--- src/logic/rtcc_pkg.sv ---
/*
 * Shared constants of the real-time clock control and status block: register offsets,
 * register block numbers, bit positions and reset values.
 * Assumes a byte-wide parallel register port with a five-bit address.
 */
package rtcc_pkg;

   // ---------------------------------------------------------------------------------------
   // Bus geometry.
   // ---------------------------------------------------------------------------------------
   localparam int        ADDR_W = 5;
   localparam int        DATA_W = 8;
   localparam int        N_PER  = 6;   // Periodic sources and compare bytes.

   // ---------------------------------------------------------------------------------------
   // Register offsets; block 0 or 1 is chosen by the block selector bit.
   // ---------------------------------------------------------------------------------------
   localparam logic [4:0] OFF_MAIN_STATUS   = 5'h00;  // Present in every block.
   localparam logic [4:0] OFF_ROLLOVER      = 5'h03;  // Block 0.
   localparam logic [4:0] OFF_SNAPSHOT      = 5'h04;  // Block 0.
   localparam logic [4:0] OFF_RUN_CONTROL   = 5'h01;  // Block 1.
   localparam logic [4:0] OFF_OUTPUT_SELECT = 5'h02;  // Block 1.
   localparam logic [4:0] OFF_PERIODIC_EN   = 5'h03;  // Block 1.
   localparam logic [4:0] OFF_ALARM_PWR_EN  = 5'h04;  // Block 1.

   // ---------------------------------------------------------------------------------------
   // Bit positions.
   // ---------------------------------------------------------------------------------------
   localparam int        MS_IRQ_PENDING   = 0;
   localparam int        MS_POWER_FAIL    = 1;
   localparam int        MS_PERIODIC      = 2;
   localparam int        MS_ALARM         = 3;
   localparam int        MS_BLOCK_SEL     = 6;
   localparam int        RF_OSC_FAIL      = 6;
   localparam int        RF_TEST_MODE     = 7;
   localparam int        SC_NA_BIT        = 6;
   localparam int        SC_TRACK         = 7;
   localparam int        RC_HOUR_12       = 2;
   localparam int        RC_RUN           = 3;
   localparam int        RC_STANDBY_IRQ   = 4;
   localparam int        OS_MFO_OSC       = 7;
   localparam int        AP_ALARM_EN      = 6;
   localparam int        AP_POWER_EN      = 7;

   // ---------------------------------------------------------------------------------------
   // Reset values and masks.
   // ---------------------------------------------------------------------------------------
   localparam logic [7:0] MAIN_RAM_MASK     = 8'hf0;  // Bits 7..4 are stored as written; bit 6 of them is the block selector.
   localparam logic [7:0] RESET_BYTE        = 8'h00;
   localparam logic [1:0] LEAP_THIS_YEAR    = 2'h0;

endpackage

--- src/logic/rtcc_control.sv ---
/*
 * Control and status register set of a battery-backed real-time clock: leap counter,
 * 12/24 hour mode, run control, oscillator failure, standby interrupt handling, periodic,
 * alarm and power-fail interrupts, multi-function output and snapshot control.
 * Assumes the counter chain, compare bytes and oscillator supervision sit outside and
 * deliver synchronous pulses and levels on clk; the processor port is synchronous too.
 */
`timescale 1ns/100ps

module rtcc_control
   import rtcc_pkg::*;
(
   input  wire logic               clk,
   input  wire logic               nrst,
   input  wire logic               cs_n,
   input  wire logic               rd_n,
   input  wire logic               wr_n,
   input  wire logic [ADDR_W-1:0]  addr,
   input  wire logic [DATA_W-1:0]  data_in,
   output logic      [DATA_W-1:0]  data_out,
   output logic                    data_oe,
   input  wire logic [N_PER-1:0]   rollover,
   input  wire logic               year_end,
   input  wire logic [N_PER-1:0]   compare_match,
   input  wire logic               compare_strobe,
   input  wire logic               power_loss_input,
   input  wire logic               standby,
   input  wire logic               osc_running,
   input  wire logic               osc_wave,
   output logic      [1:0]         leap_count,
   output logic                    feb29_allowed,
   output logic                    hour_12_mode,
   output logic                    run_enable,
   output logic                    single_supply,
   output logic                    test_mode,
   output logic                    snapshot_track,
   output logic                    irq_out_n,
   output logic                    multi_function_output,
   output logic                    mfo_oe
);

   typedef struct packed {
      logic              rd_q;
      logic              wr_q;
      logic              sel_q;
      logic [4:0]        addr_q;
      logic [7:0]        wdata_q;
      logic              standby_q;
      logic              osc_q;
      logic              loss_q;
      logic [7:0]        main_q;
      logic              osc_fail_q;
      logic              single_q;
      logic              test_q;
      logic [7:0]        snap_q;
      logic [7:0]        mode_q;
      logic [7:0]        out_sel_q;
      logic [7:0]        per_en_q;
      logic [7:0]        ap_en_q;
      logic              feb29_q;
      logic [7:0]        dout_q;
      logic              doe_q;
      logic              irq_n_q;
      logic              mfo_q;
      logic              mfo_oe_q;
   } rtcc_state_type;

   rtcc_state_type     s_q;
   rtcc_state_type     s_d;
   logic [N_PER-1:0]   roll_flags;
   logic [N_PER-1:0]   roll_clr;

   // ---------------------------------------------------------------------------------------
   // Rollover flags.
   // ---------------------------------------------------------------------------------------
   // The flags set on every rollover whatever the enables, so they work as change flags.
   rtcc_flag_bank #(
      .W     (N_PER)
   ) u_roll_flags (
      .clk   (clk),
      .nrst  (nrst),
      .set   (rollover),
      .clr   (roll_clr),
      .flags (roll_flags)
   );

   // ---------------------------------------------------------------------------------------
   // Next-state logic.
   // ---------------------------------------------------------------------------------------
   logic             wr_done;
   logic             rd_done;
   logic             blk1;
   logic             stby_enter;
   logic             stby_clear;
   logic             osc_fail_evt;
   logic             alarm_hit;
   logic             irq_gate;
   logic [1:0]       ap_eff;
   logic             irq_out_n_level;
   logic             mfo_irq;
   logic [7:0]       rdata;

   // Strobe ends are found from the sampled previous levels; address and data are the
   // values captured while the strobe was low, so they may change as the strobe rises.
   always_comb begin
      s_d          = s_q;
      wr_done      = !s_q.wr_q && wr_n && s_q.sel_q;
      rd_done      = !s_q.rd_q && rd_n && s_q.sel_q;
      blk1         = s_q.main_q[MS_BLOCK_SEL];
      stby_enter   = standby && !s_q.standby_q;
      stby_clear   = stby_enter && !s_q.mode_q[RC_STANDBY_IRQ];
      osc_fail_evt = s_q.osc_q && !osc_running;
      s_d.rd_q      = rd_n;
      s_d.wr_q      = wr_n;
      s_d.standby_q = standby;
      s_d.osc_q     = osc_running;
      s_d.loss_q    = power_loss_input;

      // Capture of the access while a strobe is low.
      if (!rd_n || !wr_n) begin
         s_d.sel_q   = !cs_n;
         s_d.addr_q  = addr;
         s_d.wdata_q = data_in;
      end

      // Flags clear at the end of a read of the rollover register, or on standby entry with the standby bit clear.
      // Only the flags shown by the last captured read data are cleared. A rollover that
      // sets its flag at or after the last capture edge of the strobe therefore survives for the next read.
      roll_clr = ({N_PER{rd_done && !blk1 && s_q.addr_q == OFF_ROLLOVER}}
                  & s_q.dout_q[N_PER-1:0])
                 | {N_PER{stby_clear}};

      // Register writes.
      if (wr_done) begin
         if (s_q.addr_q == OFF_MAIN_STATUS) begin
            s_d.main_q = (s_q.main_q & ~MAIN_RAM_MASK) | (s_q.wdata_q & MAIN_RAM_MASK);
            s_d.main_q[MS_ALARM]    = s_q.main_q[MS_ALARM] & ~s_q.wdata_q[MS_ALARM];
            s_d.main_q[MS_PERIODIC] = s_q.main_q[MS_PERIODIC] & ~s_q.wdata_q[MS_PERIODIC];
         end else if (!blk1 && s_q.addr_q == OFF_ROLLOVER) begin
            s_d.test_q = s_q.wdata_q[RF_TEST_MODE];
            // Battery-backed mode is refused while the oscillator fail flag stands.
            if (s_q.wdata_q[RF_OSC_FAIL] || !s_q.osc_fail_q) begin
               s_d.single_q = s_q.wdata_q[RF_OSC_FAIL];
            end
         end else if (!blk1 && s_q.addr_q == OFF_SNAPSHOT) begin
            s_d.snap_q = s_q.wdata_q;
            s_d.snap_q[SC_NA_BIT] = 1'b0;
         end else if (blk1 && s_q.addr_q == OFF_RUN_CONTROL) begin
            s_d.mode_q = s_q.wdata_q;
            // The run bit only takes a one while the crystal is really oscillating.
            s_d.mode_q[RC_RUN] = s_q.wdata_q[RC_RUN] && osc_running;
            if (s_q.wdata_q[RC_RUN] && osc_running) begin
               s_d.osc_fail_q = 1'b0;
            end
         end else if (blk1 && s_q.addr_q == OFF_OUTPUT_SELECT) begin
            s_d.out_sel_q = s_q.wdata_q;
         end else if (blk1 && s_q.addr_q == OFF_PERIODIC_EN) begin
            s_d.per_en_q = s_q.wdata_q;
         end else if (blk1 && s_q.addr_q == OFF_ALARM_PWR_EN) begin
            s_d.ap_en_q = s_q.wdata_q;
         end
      end

      // Leap counter steps at the end of the year, only while the chain runs.
      if (year_end && s_q.mode_q[RC_RUN]) begin
         s_d.mode_q[1:0] = s_d.mode_q[1:0] + 2'h1;
      end
      s_d.feb29_q = (s_d.mode_q[1:0] == LEAP_THIS_YEAR);

      // Oscillator failure stops the clock and forces single-supply referencing.
      if (osc_fail_evt) begin
         s_d.mode_q[RC_RUN] = 1'b0;
         s_d.osc_fail_q     = 1'b1;
         s_d.single_q       = 1'b1;
      end

      // Standby entry without the standby bit clears both interrupt enable bytes and the periodic status bit.
      if (stby_clear) begin
         s_d.per_en_q = RESET_BYTE;
         s_d.ap_en_q  = RESET_BYTE;
         s_d.main_q[MS_PERIODIC] = 1'b0;
      end

      // Power failure freezes the snapshot bytes by dropping the tracking bit.
      if (power_loss_input && !s_q.loss_q) begin
         s_d.snap_q[SC_TRACK] = 1'b0;
      end

      // Alarm: a disabled comparator counts as equal; with none enabled there is no alarm.
      alarm_hit = compare_strobe && (|s_q.ap_en_q[N_PER-1:0])
                  && (&(compare_match | ~s_q.ap_en_q[N_PER-1:0]));

      // Status set events come after clears so a coincident event wins.
      if (alarm_hit) begin
         s_d.main_q[MS_ALARM] = 1'b1;
      end
      if (|(rollover & s_q.per_en_q[N_PER-1:0])) begin
         s_d.main_q[MS_PERIODIC] = 1'b1;
      end

      // In standby the standby bit gates every interrupt source on to the pins.
      irq_gate = !standby || s_q.mode_q[RC_STANDBY_IRQ];
      ap_eff   = s_q.ap_en_q[AP_POWER_EN:AP_ALARM_EN] & {2{irq_gate}};
      mfo_irq  = power_loss_input && ap_eff[1] && !s_q.out_sel_q[OS_MFO_OSC];
      irq_out_n_level = (s_q.main_q[MS_PERIODIC] && irq_gate)
                   || (s_q.main_q[MS_ALARM] && ap_eff[0])
                   || (power_loss_input && ap_eff[1] && s_q.out_sel_q[OS_MFO_OSC]);
      s_d.irq_n_q = !irq_out_n_level;

      // Multi-function output: power-fail interrupt (active low) or the oscillator wave.
      s_d.mfo_q    = s_q.out_sel_q[OS_MFO_OSC] ? osc_wave : !mfo_irq;
      s_d.mfo_oe_q = !standby || !s_d.mfo_q;

      // The summary bit is rebuilt from the registered pin levels, so it lags the status
      // bits by one cycle; a poll right after a clear may still show it set.
      // Read multiplexer; unmapped offsets read as zero.
      rdata = RESET_BYTE;
      if (addr == OFF_MAIN_STATUS) begin
         rdata = s_q.main_q;
         rdata[MS_POWER_FAIL]  = power_loss_input;
         rdata[MS_IRQ_PENDING] = !s_q.irq_n_q
                                 || (!s_q.out_sel_q[OS_MFO_OSC] && !s_q.mfo_q);
      end else if (!blk1 && addr == OFF_ROLLOVER) begin
         rdata = {s_q.test_q, s_q.osc_fail_q, roll_flags};
      end else if (!blk1 && addr == OFF_SNAPSHOT) begin
         rdata = s_q.snap_q;
      end else if (blk1 && addr == OFF_RUN_CONTROL) begin
         rdata = s_q.mode_q;
      end else if (blk1 && addr == OFF_OUTPUT_SELECT) begin
         rdata = s_q.out_sel_q;
      end else if (blk1 && addr == OFF_PERIODIC_EN) begin
         rdata = s_q.per_en_q;
      end else if (blk1 && addr == OFF_ALARM_PWR_EN) begin
         rdata = s_q.ap_en_q;
      end
      s_d.doe_q = !cs_n && !rd_n;
      if (!cs_n && !rd_n) begin
         s_d.dout_q = rdata;
      end
   end

   // ---------------------------------------------------------------------------------------
   // State register.
   // ---------------------------------------------------------------------------------------
   // Reset stands for first power-up: oscillator fail and single supply set, clock stopped.
   // Strobe edge detectors reset to the idle level of their pins, so no false edge follows.
   always_ff @(posedge clk) begin
      if (!nrst) begin
         s_q            <= '0;
         s_q.rd_q       <= 1'b1;
         s_q.wr_q       <= 1'b1;
         s_q.osc_fail_q <= 1'b1;
         s_q.single_q   <= 1'b1;
         s_q.feb29_q    <= 1'b1;
         s_q.irq_n_q    <= 1'b1;
         s_q.mfo_q      <= 1'b1;
         s_q.mfo_oe_q   <= 1'b1;
      end else begin
         s_q <= s_d;
      end
   end

   // ---------------------------------------------------------------------------------------
   // Outputs, all straight from the state register.
   // ---------------------------------------------------------------------------------------
   assign data_out              = s_q.dout_q;
   assign data_oe               = s_q.doe_q;
   assign leap_count            = s_q.mode_q[1:0];
   assign feb29_allowed         = s_q.feb29_q;
   assign hour_12_mode          = s_q.mode_q[RC_HOUR_12];
   assign run_enable            = s_q.mode_q[RC_RUN];
   assign single_supply         = s_q.single_q;
   assign test_mode             = s_q.test_q;
   assign snapshot_track        = s_q.snap_q[SC_TRACK];
   assign irq_out_n             = s_q.irq_n_q;
   assign multi_function_output = s_q.mfo_q;
   assign mfo_oe                = s_q.mfo_oe_q;

endmodule

--- src/logic/rtcc_flag_bank.sv ---
/*
 * Bank of sticky event flags: each flag sets on a one-cycle event pulse and clears on a
 * one-cycle clear pulse; an event in the clearing cycle keeps the flag set.
 * Assumes set and clear pulses are synchronous to clk.
 */
`timescale 1ns/100ps

module rtcc_flag_bank #(
   parameter int W = 6
) (
   input  wire logic         clk,
   input  wire logic         nrst,
   input  wire logic [W-1:0] set,
   input  wire logic [W-1:0] clr,
   output logic      [W-1:0] flags
);

   typedef struct packed {
      logic [W-1:0] flag;
   } rtcc_bank_type;

   rtcc_bank_type s_q;
   rtcc_bank_type s_d;

   // ----------------------------------------------------------------------------------------
   // Per-bit update.
   // ----------------------------------------------------------------------------------------
   // Set is applied after clear so a coincident event is never lost.
   always_comb begin
      s_d = s_q;
      for (int i = 0; i < W; i++) begin
         s_d.flag[i] = (s_q.flag[i] & ~clr[i]) | set[i];
      end
   end

   // Register of the bank.
   always_ff @(posedge clk) begin
      if (!nrst) begin
         s_q <= '0;
      end else begin
         s_q <= s_d;
      end
   end

   assign flags = s_q.flag;

endmodule

--- config.mk ---
export PLATFORM = sky130hd
export DESIGN_NAME = rtcc_control
export DESIGN_NICKNAME = d
export VERILOG_FILES = /design/src/logic/rtcc_pkg.sv /design/src/logic/rtcc_control.sv /design/src/logic/rtcc_flag_bank.sv
export SDC_FILE = /design/constraint.sdc
export NUM_CORES = 1
export LEC_CHECK = 0
export BUFFER_PORTS_ARGS = -buffer_cell sky130_fd_sc_hd__buf_2
export CORE_MARGIN = 2
export CORE_UTILIZATION = 30
export DETAILED_ROUTE_END_ITERATION = 16
export GPL_TIMING_DRIVEN = 0
export HOLD_SLACK_MARGIN = 0.12
export PLACE_DENSITY = 0.53
export SLEW_MARGIN = 20
export SYNTH_ARGS = -nofsm -noshare
export SYNTH_HDL_FRONTEND = slang
export SYNTH_SLANG_ARGS = --single-unit
--- constraint.sdc ---
create_clock -name clk -period 2 [get_ports clk]
set_input_delay 0.3 -clock clk [delete_from_list [all_inputs] [get_ports clk]]
set_output_delay 0.3 -clock clk [all_outputs]
set_load 0.1 [all_outputs]
==> flow_metrics.py, run 1 <==
metrics = {
    "synthesis": {
        "synthArstFlopShare": 0,
        "synth_top_family_by_area": "simple AND/OR/NAND/NOR gates",
        "netlist_area_mm2": 0.00402,
        "yosysSeqAreaShare": 0.428,
        "synthCells": 465,
        "synth_compound_area_frac": 0.152,
        "synth_xor_area_frac": 0.00436,
        "synth_fp_nets": 501,
        "synth_fa_ha_area_frac": 0,
        "synthMuxAreaShare": 0.0897,
        "synth-edff-count": 0,
        "synth_area_per_cell_um2": 8.64,
        "synth_cell_types": 57,
        "synth_seq_cells": 86,
        "yosys.area_share.simple": 0.269,
        "ys.flop_type": "dfxtp_1",
        "yosysWarnings": 0,
    },
    "worst_hold_path": {
        "whs_path_depth": 3,
        "min_from": "osc_wave",
        "hold_path_class": "in2reg",
    },
    "sta": {
        "fmaxAchievable_mhz": 515,
        "max-slew-margin-rel": 0.443,
        "finalHoldWorstSlack_ps": 194,
        "fin_crit_sh": 0.971,
        "min_period_ps": 1940,
        "hold_violations": 0,
        "setup_viol": 0,
        "fin_worst_skew_ps": 7.40,
        "worst_pin_slew_ps": 832,
        "maxSlewViolCount": 0,
        "rsz0062_at_grt": "true",
    },
    "global_route": {
        "overflow": 0,
        "antenna_found_initial": 0,
        "grt_pass1_vias": 3576,
        "grt_max_degree": 13,
        "track_usage": 0.186,
        "grt_pass1_wl_um": 20300,
    },
    "floorplan": {
        "initial_core_util": 0.306,
        "dieWidth_um": 120,
        "row_count": 42,
        "io_pins": 56,
        "core_area_mm2": 0.0131,
        "die_h_um": 120,
        "dieArea_mm2": 0.0143,
    },
    "critical_path": {
        "path_max_fanout": 6,
        "critical_path.endpoint_type": "flop",
        "reg2reg_from": "s_q[76]$_SDFFE_PN0P_",
        "critical_path.endpoint": "s_q[59]$_SDFFE_PN0P_",
        "criticalPathCategory": "reg2reg",
        "reg2reg_depth": 4,
        "startpoint": "s_q[76]$_SDFFE_PN0P_",
        "worst_ep_required_time_ps": 2240,
        "arrival_ps": 2180,
        "rrSetupSlack_ps": 60,
        "startpoint_type": "flop",
        "worstReg2RegEnd": "s_q[59]$_SDFFE_PN0P_",
    },
    "final_layout": {
        "final_area_mm2": 0.00480,
        "synthToLayoutAreaGrowth_pct": 19.6,
        "instances_no_fill": 708,
        "nNetsFinal": 565,
        "fin_util": 0.366,
        "n_antenna_cell": 0,
        "drive_above_1_share": 0.203,
    },
    "cts": {
        "numCtsBuffers": 9,
        "clock-root-buffer": "clkbuf_16",
        "cts_max_path_buffers": 2,
        "clk_pin_slew_ps": 60,
        "cts_sinks": 86,
        "insertion_delay_ps": 340,
        "cts_tree": "done",
        "cts.htree.levels": 3,
        "post_cts_buffers": 0,
    },
    "route": {
        "vias": 3717,
        "wirelength_um": 12900,
        "first_pass_iters": 5,
        "wire_per_inst_um": 18.2,
        "viasPerCell": 5.25,
        "first_iter_violations": 271,
        "drc": 0,
        "drtAntennaViolNets": 0,
    },
    "placement": {
        "dpl.cell_count": 694,
        "placed_cell_area_mm2": 0.00450,
        "hpwl_um": 9570,
        "gp_congestion": 0.920,
        "port_buffers": 53,
    },
    "outcome": {
        "status": "finished clean",
    },
    "power": {
        "power.density_mw_per_mm2": 763,
        "total_power_mw": 3.67,
        "leakage_nw": 1.78,
        "ir_drop_v": 0.000363,
    },
    "flow_run": {
        "maxCapViolCount": 0,
    },
}
layer usage:
layer | global-route usage | vias to the layer above | wire length [um]
li1 | - | 1794 | -
met1 | 0.256 | 1794 | 6100
met2 | 0.289 | 114 | 5860
met3 | 0.0347 | 15 | 720
met4 | 0.0735 | 0 | 240
met5 | 0 | - | 0
layout by cell type, fill, tap and decap left out, types with 3 or more instances in the layout:
master and n:
a211oi_1 4, a21oi_1 18, a221oi_1 3, a22oi_1 3
a31o_2 5, a31oi_1 4, a32o_1 9, and2_1 5
and3_1 5, and4_1 5, buf_1 4, buf_2 58
buf_4 11, clkbuf_1 18, clkbuf_16 9, dfxtp_1 86
inv_1 11, mux2i_1 36, nand2_1 53, nand2b_1 8
nand3_1 34, nor2_1 44, nor2b_1 5, nor3_1 7
nor3b_1 4, o21ai_0 14, o22ai_1 8, o32ai_1 5
or2_2 6, or3_1 5
report_power, final:
part	leakage [nW]	switching (mW)	internal (mW)
clock	0.128	0.646	0.858
sequential	0.701	0.0472	1.76
combinational	0.951	0.247	0.113
total	1.78	0.940	2.73
cells in the mapped netlist (all sizes together) (6+ instances only):
| master | n | area, um^2 |
|---|---|---|
| nand3 | 34 | 170 |
| inv | 11 | 41.3 |
| o21ai | 15 | 75.1 |
| nor2 | 44 | 165 |
| a21oi | 18 | 90.1 |
| a32o | 9 | 90.1 |
| nand2 | 54 | 203 |
| clkbuf | 17 | 63.8 |
| dfxtp | 86 | 1720 |
| o22ai | 8 | 50.1 |
| or2 | 6 | 37.5 |
| mux2i | 36 | 360 |
| nand2b | 8 | 50.1 |
| nor3 | 10 | 60.1 |
| buf | 20 | 120 |
final cells by class:
type                    instances  area [um^2]
inverters                      12         45.0
repair buffers                 53          265
flip-flops and latches         86         1720
multi-input cells             330         2110
clock buffers                  12          246
plain buffers                  37          188
well taps                     176          220
fillers                      1355         8330
clock inverters                 2         10.0
cell families (layout without fill, tap and decap cells):
kind of cell	Yosys count	in the layout
simple gates	204	204
mux	36	36
compound gates	88	88
buf+inv	49	116
xor+xnor	2	2
flops	86	86
flip-flops by register name (all words and copies together), names as in the netlist, 2 cells and up:
signal	cells
data_out	8
u_roll_flags.flags	6
s_q	59
leap_count	2
critical path: stages, from the launching register on:
cell,delay [ps]
dfxtp_1,320
or3_1,460
nor3_2,640
nand2_1,130
a32o_1,280
how the worst min path moves through the flow:
| stage | to | slack (ps) |
|---|---|---|
| 6_report | multi_function_output$_SDFF_PN1_ | 190 |
| 5_1_grt | s_q[80]$_SDFFE_PN0P_ | 200 |
| 4_1_cts | s_q[80]$_SDFFE_PN0P_ | 190 |
| 3_5_place_dp | s_q[47]$_SDFFE_PN0P_ | 450 |
| 3_3_place_gp | s_q[49]$_SDFFE_PN0P_ | 450 |
| 2_1_floorplan | s_q[80]$_SDFFE_PN0P_ | 400 |
metrics by stage:
| stage | TNS [ps] | setup slack, ps |
|---|---|---|
| 6_report | 0 | 57.8 |
| 5_1_grt | -24.1 | -22.2 |
| 4_1_cts | 0 | 2.00 |
| 3_5_place_dp | -2090 | -309 |
| 3_3_place_gp | -1990 | -319 |
| 2_1_floorplan | 0 | 226 |
what timing repair did:
item                                    in CTS  in global routing
endpoints found under the setup margin       6                 31
cloned                                       0                  0
pin swaps                                    0                  2
hold buffers                                 0                  0
resized for setup                            1                 10
No activity file was read; power rests on OpenSTA's default activity.
==> run 2, diff against run 1 <==
--- a/config.mk
+++ b/config.mk
@@ -8,6 +8,7 @@
 export BUFFER_PORTS_ARGS = -buffer_cell sky130_fd_sc_hd__buf_2
 export CORE_MARGIN = 2
 export CORE_UTILIZATION = 30
+export CTS_BUF_LIST = sky130_fd_sc_hd__clkbuf_8
 export DETAILED_ROUTE_END_ITERATION = 16
 export GPL_TIMING_DRIVEN = 0
 export HOLD_SLACK_MARGIN = 0.12
==> flow_metrics.py, run 2 (synthesized netlist as in run 1, its figures left out) <==
metrics = {
    "outcome": {
        "status": "finished clean",
    },
    "route": {
        "vias": 3673,
        "drc": 0,
        "drtAntennaViolNets": 0,
        "viasPerCell": 5.19,
        "first_pass_iters": 5,
        "first_iter_violations": 267,
        "wirelength_um": 12800,
        "wire_per_inst_um": 18.1,
    },
    "critical_path": {
        "crit_slowest_cell": "nor3_2",
        "rrSetupSlack_ps": 60,
        "critical_path.endpoint_type": "flop",
        "criticalPathCategory": "reg2reg",
        "path_max_fanout": 6,
        "startpoint_type": "flop",
        "cp_slowest_stage_delay_ps": 640,
        "startpoint": "s_q[76]$_SDFFE_PN0P_",
        "worst_ep_required_time_ps": 2250,
        "arrival_ps": 2200,
        "worstPathCellList": "or3_1 -> nor3_2 -> nand2_1 -> a32o_1",
        "reg2reg_from": "s_q[76]$_SDFFE_PN0P_",
    },
    "worst_hold_path": {
        "min_from": "osc_wave",
        "hold_path_class": "in2reg",
    },
    "power": {
        "power.density_mw_per_mm2": 682,
        "total_power_mw": 3.21,
        "ir_drop_v": 0.000221,
        "switching_power_uw": 882,
        "p_seq_frac": 0.562,
        "combPwrFrac": 0.112,
        "p_int_mw": 2.33,
        "leakage_nw": 1.74,
        "switching_share": 0.275,
        "clockPowerShare": 0.326,
    },
    "global_route": {
        "grt_pass1_vias": 3567,
        "antenna_found_initial": 0,
        "grt_max_degree": 13,
        "track_usage": 0.184,
        "grt_pass1_wl_um": 20200,
        "overflow": 0,
    },
    "final_layout": {
        "n_antenna_cell": 0,
        "final_cell_mix": "dfxtp_1 (86), buf_2 (58), nand2_1 (53), nor2_1 (44), mux2i_1 (36)",
        "synthToLayoutAreaGrowth_pct": 17.0,
        "drive_above_1_share": 0.203,
        "nNetsFinal": 565,
        "largest_reg_flops": 59,
        "layout_commonest_cell": "dfxtp_1",
        "regMostFlops": "s_q",
        "final_area_mm2": 0.00470,
    },
    "sta": {
        "fmaxAchievable_mhz": 515,
        "max-slew-margin-rel": 0.458,
        "finalHoldWorstSlack_ps": 184,
        "min_period_ps": 1940,
        "fin_worst_skew_ps": 9.37,
        "rsz0062_at_grt": "true",
        "maxSlewViolCount": 0,
        "setup_viol": 0,
        "worst_pin_slew_ps": 810,
        "setup_tns_ps": 0,
        "hold_violations": 0,
        "fin_crit_sh": 0.971,
    },
    "floorplan": {
        "row_count": 42,
        "initial_core_util": 0.306,
        "die_h_um": 120,
        "io_pins": 56,
        "dieArea_mm2": 0.0143,
        "core_area_mm2": 0.0131,
        "dieWidth_um": 120,
    },
    "cts": {
        "cts_tree": "done",
        "cts_sinks": 86,
        "cts_max_path_buffers": 2,
        "insertion_delay_ps": 360,
        "clock-root-buffer": "clkbuf_8",
        "numCtsBuffers": 9,
        "clk_pin_slew_ps": 80,
        "cts.htree.levels": 3,
    },
    "flow_run": {
        "maxCapViolCount": 0,
    },
    "placement": {
        "placed_cell_area_mm2": 0.00450,
        "hpwl_um": 9570,
        "port_buffers": 53,
        "gp_congestion": 0.920,
    },
}
==> run 2: cell count changes in the layout (fill, tap and decap cells not counted), sizes merged <==
cell    change
inv         +2
clkbuf      -2
==> run 2: final timing paths <==
path,cells past startpoint,endpoint
max reg2reg,4,s_q[59]$_SDFFE_PN0P_
min,3,multi_function_output$_SDFF_PN1_
min reg2reg,2,s_q[50]$_SDFFE_PN0P_
max,4,s_q[59]$_SDFFE_PN0P_
==> run 2: critical path, delay by kind of cell, from the launching register on <==
kind	cells	cell delay [ps]
AOI/OAI and AO/OA	1	280
DFF	1	330
and+or+nand+nor	3	1230
==> run 2: power groups by stage <==
stage          Clock (mW)  Combinational [mW]  Sequential (mW)
2_1_floorplan           0               0.223             1.83
3_3_place_gp            0               0.350             1.84
3_5_place_dp            0               0.353             1.84
4_1_cts              1.08               0.356             1.80
5_1_grt              1.16               0.388             1.81
6_report             1.05               0.360             1.80
==> run 2: metrics by stage <==
step	worst slack, ps	cells	utilization
after floorplan	226	465	-
after global placement	-319	694	0.343
after detailed placement	-309	694	0.343
after CTS	62.9	708	0.356
after global routing	-28.8	708	0.358
final	58.5	708	0.358
==> run 2: per-layer routing <==
metal	share of wire	vias up	GRT usage
met1	0.48	1759	0.258
met3	0.048	14	0.0295
met5	0	-	0
met4	0.015	0	0.0581
met2	0.45	104	0.291
li1	-	1796	-
==> run 2: what timing repair did <==
action	in CTS	in global routing
hold buffers	0	0
setup buffers	0	0
resized for setup	2	9
endpoints found under the setup margin	6	28
pin swaps	0	2
==> run 2: final cells by class <==
cell class	count	area, um^2
Buffer	37	188
Clock buffer	10	138
Clock inverter	4	17.5
Fill cell	1367	8430
Inverter	12	45.0
Multi-Input combinational cell	330	2110
Sequential cell	86	1720
Tap cell	176	220
Timing Repair Buffer	53	265
==> run 3, diff against run 2 <==
--- a/config.mk
+++ b/config.mk
@@ -7,12 +7,12 @@
 export LEC_CHECK = 0
 export BUFFER_PORTS_ARGS = -buffer_cell sky130_fd_sc_hd__buf_2
 export CORE_MARGIN = 2
-export CORE_UTILIZATION = 30
+export CORE_UTILIZATION = 50
 export CTS_BUF_LIST = sky130_fd_sc_hd__clkbuf_8
 export DETAILED_ROUTE_END_ITERATION = 16
 export GPL_TIMING_DRIVEN = 0
 export HOLD_SLACK_MARGIN = 0.12
-export PLACE_DENSITY = 0.53
+export PLACE_DENSITY = 0.77
 export SLEW_MARGIN = 20
 export SYNTH_ARGS = -nofsm -noshare
 export SYNTH_HDL_FRONTEND = slang
==> flow_metrics.py, run 3 (synthesized netlist as in run 1, its figures left out) <==
metrics = {
    "route": {
        "viasPerCell": 5.93,
        "drtAntennaViolNets": 0,
        "wire_per_inst_um": 18.2,
        "wirelength_um": 11500,
        "vias": 3770,
        "first_pass_iters": 5,
        "drc": 0,
        "first_iter_violations": 220,
    },
    "global_route": {
        "grt_pass1_wl_um": 17900,
        "grt_max_degree": 16,
        "grt_pass1_vias": 3452,
        "antenna_found_initial": 0,
        "overflow": 0,
        "track_usage": 0.272,
    },
    "worst_hold_path": {
        "min_from": "osc_running",
        "hold_path_class": "in2reg",
    },
    "cts": {
        "insertion_delay_ps": 360,
        "cts_max_path_buffers": 2,
        "clk_pin_slew_ps": 90,
        "cts_hold_buf": 0,
        "cts_sinks": 86,
        "post_cts_buffers": 0,
        "numCtsBuffers": 9,
        "cts_tree": "done",
        "cts.htree.levels": 3,
        "clock-root-buffer": "clkbuf_8",
        "postCtsResizedCells": 0,
    },
    "final_layout": {
        "drive_above_1_share": 0.202,
        "layout_commonest_cell": "dfxtp_1",
        "fillers": 737,
        "instances_no_fill": 636,
        "n_antenna_cell": 0,
        "multi_input_area_mm2": 0.00210,
        "nNetsFinal": 565,
        "register_area_mm2": 0.00172,
        "final_cell_mix": "dfxtp_1 (86), buf_2 (58), nand2_1 (54), nor2_1 (44), mux2i_1 (36)",
        "synthToLayoutAreaGrowth_pct": 14.9,
        "largest_reg_flops": 59,
        "regMostFlops": "s_q",
    },
    "floorplan": {
        "initial_core_util": 0.517,
        "row_count": 32,
        "dieWidth_um": 93.7,
        "die_h_um": 93.7,
        "io_pins": 56,
        "core_area_mm2": 0.00777,
        "dieArea_mm2": 0.00877,
    },
    "sta": {
        "max-slew-margin-rel": 0.448,
        "min_period_ps": 1890,
        "setup_viol": 0,
        "layout_setup_ws_ps": 105,
        "fin_worst_skew_ps": 10.6,
        "hold_violations": 0,
        "fin_crit_sh": 0.947,
        "finalHoldWorstSlack_ps": 161,
        "worst_pin_slew_ps": 823,
        "maxSlewViolCount": 0,
        "setup_tns_ps": 0,
        "fmaxAchievable_mhz": 528,
    },
    "placement": {
        "pre_cts_ws_ps": -129,
        "gp_congestion": 0.973,
        "dpl.cell_count": 620,
        "hpwl_um": 8520,
        "port_buffers": 53,
    },
    "critical_path": {
        "reg2reg_from": "s_q[75]$_SDFFE_PN0P_",
        "criticalPathCategory": "reg2reg",
        "critical_path.endpoint_type": "flop",
        "worst_ep_required_time_ps": 2260,
        "path_max_fanout": 6,
        "startpoint_type": "flop",
        "startpoint": "s_q[75]$_SDFFE_PN0P_",
        "arrival_ps": 2150,
    },
    "power": {
        "p_int_mw": 2.32,
        "clockPowerShare": 0.339,
        "p_seq_frac": 0.554,
        "ir_drop_v": 0.000381,
        "combPwrFrac": 0.107,
        "leakage_nw": 1.72,
        "power.density_mw_per_mm2": 704,
        "switching_share": 0.288,
        "switching_power_uw": 937,
    },
    "flow_run": {
        "maxCapViolCount": 0,
    },
    "outcome": {
        "status": "finished clean",
    },
}
run 3: layout make-up:
cell class                 count  share of cell area
sequential                    86               0.373
tap                          102              0.0276
clock buffer                   9              0.0268
multi-input combinational    330               0.454
inverter                      12             0.00976
timing repair buffer          53              0.0575
buffer                        37              0.0404
clock inverter                 7              0.0111
run 3: final timing paths:
check | end | slack (ps) | cells past startpoint
worst max-delay path | single_supply$_SDFFE_PP1P_ | 110 | 4
worst min-delay path | s_q[65]$_SDFF_PN0_ | 160 | 2
worst min register to register | s_q[47]$_SDFFE_PN0P_ | 460 | 2
worst max register to register | single_supply$_SDFFE_PP1P_ | 110 | 4
run 3: power by group through the flow:
stage / Sequential (mW) / Combinational (mW) / Clock [mW]
after floorplan: 1.83 / 0.223 / 0
after global placement: 1.84 / 0.336 / 0
after detailed placement: 1.84 / 0.342 / 0
after CTS: 1.80 / 0.344 / 1.11
after global routing: 1.81 / 0.374 / 1.17
final: 1.80 / 0.349 / 1.10
run 3: through the flow:
step	area [um^2]	total power, mW	utilization
final	4620	3.25	0.594
after detailed placement	4410	2.18	0.568
after global routing	4620	3.36	0.594
after CTS	4590	3.25	0.591
after global placement	4410	2.17	0.568
after floorplan	4020	2.06	-
run 3: worst max-delay path, cell delays in order (launching register included):
cell and delay [ps]:
dfxtp_1 520, nand3b_2 230, or3_1 430, or3_1 320
a221o_1 290
run 3: layer usage:
| layer | vias to the layer above | track usage | wire, um |
|---|---|---|---|
| met1 | 1785 | 0.373 | 5200 |
| met5 | - | 0 | 0 |
| met4 | 0 | 0.141 | 394 |
| li1 | 1792 | - | - |
| met3 | 29 | 0.0417 | 776 |
| met2 | 164 | 0.414 | 5170 |
